**src/hdl/afr_pkg.sv**
```systemverilog
// package of register offsets, reset values and sizes for the alarm flag registers
package afr_pkg;
    localparam int MAX_CH = 8;
    localparam int CH_PER_REG = 4;
    localparam int ADDR_W = 8;
    typedef logic [ADDR_W-1:0] afr_addr_t;
    typedef logic [7:0] afr_byte_t;
    typedef logic [MAX_CH-1:0] afr_chvec_t;
    localparam afr_addr_t ADDR_OVERVIEW = 8'h10;
    localparam afr_addr_t ADDR_TRIP_LO = 8'h11;
    localparam afr_addr_t ADDR_ACT_LO = 8'h12;
    localparam afr_addr_t ADDR_TRIP_HI = 8'h13;
    localparam afr_addr_t ADDR_ACT_HI = 8'h14;
    localparam afr_byte_t FLAGS_RST = 8'h00;
    localparam afr_byte_t ABSENT_READ = 8'hFF;
    localparam afr_byte_t UNMAPPED_READ = 8'h00;
    localparam afr_chvec_t CHVEC_RST = 8'h00;
    localparam afr_chvec_t CHVEC_ONES = 8'hFF;
endpackage

```
**src/hdl/afr_flag_if.sv**
```systemverilog
// interface between the register front end and the flag bank
`timescale 1ns/10ps
`default_nettype none
interface afr_flag_if;
    import afr_pkg::*;
    logic sample;
    afr_chvec_t hi_meas;
    afr_chvec_t lo_meas;
    afr_chvec_t clr;
    afr_chvec_t hi_act;
    afr_chvec_t lo_act;
    afr_chvec_t hi_trip;
    afr_chvec_t lo_trip;
    modport bank (
        input sample,
        input hi_meas,
        input lo_meas,
        input clr,
        output hi_act,
        output lo_act,
        output hi_trip,
        output lo_trip
    );
    modport ctrl (
        output sample,
        output hi_meas,
        output lo_meas,
        output clr,
        input hi_act,
        input lo_act,
        input hi_trip,
        input lo_trip
    );
endinterface
`default_nettype wire

```
**src/hdl/afr_flag_bank.sv**
```systemverilog
// per channel live and latched alarm flags, high and low threshold
`timescale 1ns/10ps
`default_nettype none
module afr_flag_bank (
    // clock and reset
    input wire logic clock,
    input wire logic nrst,
    // flag traffic
    afr_flag_if.bank f
);
    import afr_pkg::*;

    afr_chvec_t act_hi_q, act_hi_d, act_lo_q, act_lo_d;
    afr_chvec_t trip_hi_q, trip_hi_d, trip_lo_q, trip_lo_d;

    for (genvar i = 0; i < MAX_CH; i++) begin : g_ch
        always_comb begin
            // live flag follows each new comparison result, high and low alike
            act_hi_d[i] = f.sample ? f.hi_meas[i] : act_hi_q[i];
            act_lo_d[i] = f.sample ? f.lo_meas[i] : act_lo_q[i];
            // a new hit in the clearing cycle survives the read
            trip_hi_d[i] = (f.sample & f.hi_meas[i]) | (trip_hi_q[i] & ~f.clr[i]);
            trip_lo_d[i] = (f.sample & f.lo_meas[i]) | (trip_lo_q[i] & ~f.clr[i]);
        end
    end

    always_ff @(posedge clock or negedge nrst) begin
        if (!nrst) begin
            act_hi_q <= CHVEC_RST;
            act_lo_q <= CHVEC_RST;
            trip_hi_q <= CHVEC_RST;
            trip_lo_q <= CHVEC_RST;
        end else begin
            act_hi_q <= act_hi_d;
            act_lo_q <= act_lo_d;
            trip_hi_q <= trip_hi_d;
            trip_lo_q <= trip_lo_d;
        end
    end

    assign f.hi_act = act_hi_q;
    assign f.lo_act = act_lo_q;
    assign f.hi_trip = trip_hi_q;
    assign f.lo_trip = trip_lo_q;
endmodule
`default_nettype wire

```
**src/hdl/afr_alarm_regs.sv**
```systemverilog
// alarm flag register bank: live and latched flags, overview, read port
//
// Overview of operation
// Every channel has a high and a low alarm, each with a live flag and a latched flag.
// A live flag is 1 while the channel's data lie beyond its limit and drops to 0 once they do not.
// A latched flag sets with its live flag, stays set after the condition ends, and clears when read.
// The overview register at 10h holds per channel the OR of its high and low latched flags, channel 7 in bit 7.
// Register 11h holds latched flags of channels 0-3 as low/high pairs, channel 0 low in bit 7 to channel 3 high in bit 0.
// Register 12h holds live flags of channels 0-3 in the same bit order as 11h.
// Each flag reads 1 for an alarm, 0 for none, and all flags are 0 after reset.
// On the four channel build, channels 4-7 ignore writes and read as all ones.
// The host reads these registers after the alarm pin signals an event.
// The flag registers are read only and the channel flags fill addresses 11h to 14h.
// On the eight channel build, 13h holds latched and 14h live flags of channels 4-7, low/high pairs.
// Reading a latched register clears only its own flags, and a still present condition sets them again.
`timescale 1ns/10ps
`default_nettype none
module afr_alarm_regs #(
    parameter int NUM_CH = 8
) (
    // clock and reset
    input wire logic clock,
    input wire logic nrst,
    // comparison results, one strobe per finished conversion
    input wire logic conv_valid,
    input wire afr_pkg::afr_chvec_t cond_high,
    input wire afr_pkg::afr_chvec_t cond_low,
    // register read port
    input wire logic reg_rd,
    input wire afr_pkg::afr_addr_t reg_addr,
    output logic [7:0] reg_rdata,
    output logic reg_rvalid,
    output logic reg_hit,
    // alarm indication pin
    output logic alarm_out
);
    import afr_pkg::*;

    afr_flag_if f();

    afr_flag_bank u_bank (
        .clock(clock),
        .nrst(nrst),
        .f(f)
    );

    afr_chvec_t present;
    afr_chvec_t meas_hi, meas_lo, clr_vec, ovw;
    afr_byte_t rdata_q, rdata_d;
    logic rvalid_q, rvalid_d, hit_q, hit_d, alarm_q, alarm_d;
    logic rd_trip_lo, rd_trip_hi;

    // packs four channels as low/high pairs, first channel in the top bits
    function automatic afr_byte_t pack4(input int base, input afr_chvec_t lo, input afr_chvec_t hi,
                                        input afr_chvec_t pres);
        afr_byte_t b;
        b = FLAGS_RST;
        for (int k = 0; k < CH_PER_REG; k++) begin
            b[7-2*k] = pres[base+k] ? lo[base+k] : 1'b1;
            b[6-2*k] = pres[base+k] ? hi[base+k] : 1'b1;
        end
        return b;
    endfunction

    for (genvar i = 0; i < MAX_CH; i++) begin : g_pres
        assign present[i] = (i < NUM_CH);
    end

    always_comb begin
        // absent channels never see a condition, so their flags stay at reset
        meas_hi = cond_high & present;
        meas_lo = cond_low & present;
        rd_trip_lo = reg_rd && (reg_addr == ADDR_TRIP_LO);
        rd_trip_hi = reg_rd && (reg_addr == ADDR_TRIP_HI) && (NUM_CH > CH_PER_REG);
        // each latched register clears only its own four channels
        clr_vec = {{4{rd_trip_hi}}, {4{rd_trip_lo}}};
        for (int c = 0; c < MAX_CH; c++) begin
            ovw[c] = present[c] ? (f.hi_trip[c] | f.lo_trip[c]) : 1'b1;
        end
    end

    assign f.sample = conv_valid;
    assign f.hi_meas = meas_hi;
    assign f.lo_meas = meas_lo;
    assign f.clr = clr_vec;

    always_comb begin
        rdata_d = rdata_q;
        hit_d = 1'b0;
        rvalid_d = reg_rd;
        alarm_d = |(f.hi_trip | f.lo_trip);
        if (reg_rd) begin
            hit_d = 1'b1;
            case (reg_addr)
                ADDR_OVERVIEW: rdata_d = ovw;
                ADDR_TRIP_LO: rdata_d = pack4(0, f.lo_trip, f.hi_trip, present);
                ADDR_ACT_LO: rdata_d = pack4(0, f.lo_act, f.hi_act, present);
                ADDR_TRIP_HI: rdata_d = pack4(CH_PER_REG, f.lo_trip, f.hi_trip, present);
                ADDR_ACT_HI: rdata_d = pack4(CH_PER_REG, f.lo_act, f.hi_act, present);
                default: begin
                    // other addresses belong to registers outside this bank
                    rdata_d = UNMAPPED_READ;
                    hit_d = 1'b0;
                end
            endcase
        end
    end

    always_ff @(posedge clock or negedge nrst) begin
        if (!nrst) begin
            rdata_q <= FLAGS_RST;
            rvalid_q <= 1'b0;
            hit_q <= 1'b0;
            alarm_q <= 1'b0;
        end else begin
            rdata_q <= rdata_d;
            rvalid_q <= rvalid_d;
            hit_q <= hit_d;
            alarm_q <= alarm_d;
        end
    end

    // no write path exists: the bank is read only and writes cannot reach a flag
    assign reg_rdata = rdata_q;
    assign reg_rvalid = rvalid_q;
    assign reg_hit = hit_q;
    // host is expected to read the flags on this level
    assign alarm_out = alarm_q;
endmodule
`default_nettype wire

```
**config.mk**
```make
export PLATFORM = sky130hd
export DESIGN_NAME = afr_alarm_regs
export DESIGN_NICKNAME = d
export VERILOG_FILES = /design/src/hdl/afr_pkg.sv /design/src/hdl/afr_flag_if.sv /design/src/hdl/afr_flag_bank.sv /design/src/hdl/afr_alarm_regs.sv
export SDC_FILE = /design/constraint.sdc
export NUM_CORES = 1
export LEC_CHECK = 0
export BUFFER_PORTS_ARGS = -buffer_cell sky130_fd_sc_hd__clkbuf_2
export CAP_MARGIN = 20
export CORE_ASPECT_RATIO = 0.75
export CORE_MARGIN = 4
export CORE_UTILIZATION = 54
export CTS_CLUSTER_DIAMETER = 200
export DETAILED_ROUTE_END_ITERATION = 10
export GPL_ROUTABILITY_DRIVEN = 0
export PLACE_DENSITY = 0.89
export SYNTH_ARGS = -nofsm -noshare
export SYNTH_HDL_FRONTEND = slang
export SYNTH_SLANG_ARGS = --single-unit
```
**constraint.sdc**
```tcl
create_clock -name clock -period 1.05 [get_ports clock]
set_input_delay 0.0525 -clock clock [delete_from_list [all_inputs] [get_ports clock]]
set_output_delay 0.0525 -clock clock [all_outputs]
set_load 0.05 [all_outputs]
```
After elaboration in Yosys (flattened, before gate mapping):

Index checks and enable logic that the tools add are counted.

* eq/ne operators: 5
* muxes and demuxes: 3
* bitwise gates (word level): 59
* reduce and logical (&&, ||, !) cells: 4

Operators by type and width (count)
* $eq A8 B5 Y1 const B: 5
* $pmux W8 S5: 1
* $and A1 B1 Y1: 32
* $or A1 B1 Y1: 24
* $or A8 B8 Y8: 1
* $reduce_or A8 Y1: 1
* $reduce_or A5 Y1: 1
* $logic_and A1 B1 Y1: 2
* $mux W1: 2
* $not A1 Y1: 2

* flip-flop bits (word level): 43
* bits of input ports: 28
* output and inout port bits: 11
* logic and storage cells: 79

Logic depth before layout (Yosys ltp):

* depth in word-level cells: 5
* depth in mapped cells: 7
* mapped depth without buffers: 4

By module:

A second synthesis with hierarchy kept.

* cell total of the unflattened synthesis: 201
* area total of the unflattened synthesis: 1958.1 µm²

Modules (own cells, without submodules)
* afr_flag_bank: times used 1, cells each 115, area each 1161.1 µm², sequential area each 800.8 µm²
* afr_alarm_regs: times used 1, cells each 86, area each 797.0 µm², sequential area each 275.3 µm²

Worst setup path before layout:

OpenSTA, ideal clock, no wires.

* path type: input-to-reg
* start: input reg_rd
* end: register u_bank.trip_hi_q[0] (netlist: u_bank.f.hi_trip[0])
* setup time: 121 ps
* arrival: 1223 ps
* data required time: 929 ps
* path slack: -294 ps
* cell stages on the path: 6
* buffers on the path: 2
* cells stage by stage: buf_4 > nor4b_2 > nand3b_1 > or4b_1 > buf_2 > a22o_1

* longest elaborated chain between the ends: 4

Ends and longest elaborated chain
* start: declaration: RTL line afr_alarm_regs.sv:29 `input wire logic reg_rd,`
* $logic_and A1 B1 Y1: RTL line afr_alarm_regs.sv:73 `rd_trip_lo = reg_rd && (reg_addr == ADDR_TRIP_LO);`
* $not A1 Y1: RTL line afr_flag_bank.sv:22 `trip_hi_d[i] = (f.sample & f.hi_meas[i]) | (trip_hi_q[i] & ~f.clr[i]);`
* $and A1 B1 Y1: RTL line afr_flag_bank.sv:22
* $or A1 B1 Y1: RTL line afr_flag_bank.sv:22
* via u_bank.trip_hi_d[0]: RTL line afr_flag_bank.sv:14 `afr_chvec_t trip_hi_q, trip_hi_d, trip_lo_q, trip_lo_d;`
* end signal: assignment: RTL line afr_flag_bank.sv:36 `trip_hi_q <= trip_hi_d;`
* end: declaration: RTL line afr_flag_bank.sv:14

The timed path passes the listed nets, and every way through them passes these cells.
A chain may end at the register's enable or synchronous reset.

Final worst setup path:

* start: input reg_addr[7]
* end: register u_bank.trip_lo_q[3] (netlist: u_bank.f.lo_trip[3])

* longest elaborated chain between the ends: 5

Ends and longest elaborated chain
* start: declaration: RTL line afr_alarm_regs.sv:30 `input wire afr_pkg::afr_addr_t reg_addr,`
* $eq A8 B5 Y1: RTL line afr_alarm_regs.sv:73
* $logic_and A1 B1 Y1: RTL line afr_alarm_regs.sv:73
* $not A1 Y1: RTL line afr_flag_bank.sv:23 `trip_lo_d[i] = (f.sample & f.lo_meas[i]) | (trip_lo_q[i] & ~f.clr[i]);`
* $and A1 B1 Y1: RTL line afr_flag_bank.sv:23
* $or A1 B1 Y1: RTL line afr_flag_bank.sv:23
* via u_bank.trip_lo_d[3]: RTL line afr_flag_bank.sv:14
* end signal: assignment: RTL line afr_flag_bank.sv:37 `trip_lo_q <= trip_lo_d;`
* end: declaration: RTL line afr_flag_bank.sv:14

The timed path passes the listed nets, and every way through them passes these cells.

==> out/qor.yml <==
min_path_type: "input port to register"
ios: 39
grt_pass1_vias: 1494
crit_family: "simple AND/OR/NAND/NOR gates"
violations: "setup timing"
via_per_inst: 5.76
initial_utilization_pct: 57.4
max_stage_delay_ns: 0.57
cts_root_buffer: "clkbuf_8"
drive_gt1_share_pct: 43.2
skew_ns: 0.00206
syn-num-nets: 200
core_area_um2: 3380
grt-ovfl-total: 0
dr_total_vias: 1577
rows: 18
yosysUniqueCellTypes: 23
rsz0062_at_grt: "true"
antenna_found_initial: 0
layoutNonFillerInstCount: 274
dp_cells: 249
portBuffers: 38
fin_ws_ns: -0.119
finalHoldViolCount: 0
drv_slew: 0
cts_tree: "done"
cp_max_fo: 8
die_w_um: 77.2
crit_slowest_cell: "or4b_4"
cts.sinks: 43
drt-total-wl_um: 4750
fmax_mhz: 856
fin_crit_ns: 1.17
drcViolationCount: 0
dr.pass1.iters: 4
die_height_um: 59.9
nets: 261
cp-start-kind: "input port"
startpoint: "reg_addr[7]"
synthCells: 172
reg2reg_from: "u_bank.f.hi_trip[1]$_DFF_PN0_"
leakage_nw: 1.16
synth_largest_area_cell: "dfrtp_1"
yosys_register_bits: 43
grt_max_degree: 44
grt.total_usage_pct: 21.0
min_from: "cond_high[7]"
netlist_area_um2: 1940
status: "finished, violations left"
worst_ep_required_time_ns: 1.24
worstMarginPinSlew_ns: 0.538
insertion_delay_ns: 0.29
synth_top_area_share_pct: 55.4
clkTransAtPathRegs_ns: 0.07
power.density_nw_per_um2: 1310
ant_nets: 0
cp.arrival_ns: 1.35
ir_drop_mv: 0.971
syn2layout_area_growth_pct: 33.0
dieArea_um2: 4630
crit_chain: "buf_6 > nor4b_4 > nand3b_1 > or4b_4 > a22o_1"
dp_hpwl_um: 3100
clk_path_buf_depth: 2
drv_cap: 0
yosys_warnings: 0
htreeDepth: 2
yosys-top-cells-area: "dfrtp_1, mux2_2, a22o_1"
drt_iter0_drc: 143
final_common_cell: "dfrtp_1"
maxSlewHeadroom_pct: 64.1
synth-seq-area-share_pct: 55.4
cp-end-kind: "register"
power_mw: 3.39
min_period_over_period_pct: 111
syn_area_per_cell_um2: 11.3
worstSetupPathType: "input port to register"
numCtsBuffers: 5
routedWlPerCell_um: 17.3
grt_pass1_wl_um: 7340
antenna_cells: 0
final_cell_mix: "dfrtp_1, clkbuf_2, buf_4"
critPathBufInv: 1
finalSetupViolCount: 23
[layer usage]
metal  track usage (%)  vias up  wire [µm]
li1                  -      745          -
met1              28.7      763       2050
met2              31.7       60       2250
met3              7.53        9        383
met4              6.60        0         59
met5                 0        -          0
[synth_stat cells, drive strengths merged]
library cell,number
dfrtp,43
nand2,8
and4,1
mux2,16
nand4,1
clkbuf,9
mux2i,8
nor4,1
a21oi,16
nor2,10
inv,8
nor2b,1
nand3b,1
o22ai,8
o21ai,8
a211oi,8
nand4bb,1
a22o,16
or4b,1
nor4b,1
buf,6
[repair_timing]
| item | CTS | global route |
|---|---|---|
| hold endpoints to repair | 53 | 1 |
| resized for setup | 3 | 19 |
| setup endpoints to repair | 22 | 25 |
| buffers inserted | 3 | 4 |
| pin swaps | 6 | 17 |
| hold buffers | 9 | 1 |
[final timing paths]
kind | endpoint | slack [ns] | cells past startpoint
worst max-delay path | u_bank.f.lo_trip[3]$_DFF_PN0_ | -0.12 | 5
max in group asynchronous | u_bank.f.hi_act[3]$_DFFE_PN0P_ | 0.57 | 3
worst min register to register | u_bank.f.lo_act[4]$_DFFE_PN0P_ | 0.52 | 1
worst min-delay path | u_bank.f.hi_trip[7]$_DFF_PN0_ | 0.009 | 2
min in group asynchronous | u_bank.f.hi_trip[2]$_DFF_PN0_ | 0.27 | 3
worst max register to register | reg_rdata[4]$_DFFE_PN0P_ | -0.09 | 4
[flip-flops by register name, indices dropped and copies added, names as in the netlist]
name	count
alarm_out	1
u_bank.f.lo_act	8
u_bank.f.hi_trip	8
reg_hit	1
reg_rdata	8
u_bank.f.hi_act	8
reg_rvalid	1
u_bank.f.lo_trip	8
[logic make-up after synthesis]
group,count (synthesis),synth area share (%)
buffers and inverters,23,4.90
flip-flops,43,55.4
AO/OA/AOI/OAI,56,19.1
AND/OR/NAND/NOR,26,7.16
multiplexers,24,13.4
[report_power, final]
group          switching [mW]  internal [mW]  leakage, nW
Clock                   0.537          0.600       0.0515
Sequential             0.0462           1.73        0.473
Combinational           0.251          0.227        0.634
[metrics by stage]
step	utilization (%)	TNS (ns)	instance area [µm²]	setup WS, ns	hold slack (ns)
floorplan	-	-3.38	1960	-0.265	-0.243
global placement	66.5	-7.86	2250	-0.460	0.0446
detailed placement	66.5	-8.19	2250	-0.483	0.0448
CTS	73.0	-0.682	2470	-0.0640	0.00217
global route	76.4	-2.67	2580	-0.152	0.0107
finish	76.4	-1.80	2580	-0.119	0.00924
[layout make-up]
type | instances | area, µm²
sequential | 43 | 1080
fill | 229 | 797
inverter | 8 | 30.0
timing repair buffer | 69 | 479
multi-input combinational | 106 | 846
clock buffer | 8 | 100
tap | 40 | 50.0
Note: power is estimated with default switching activity, not from simulation.
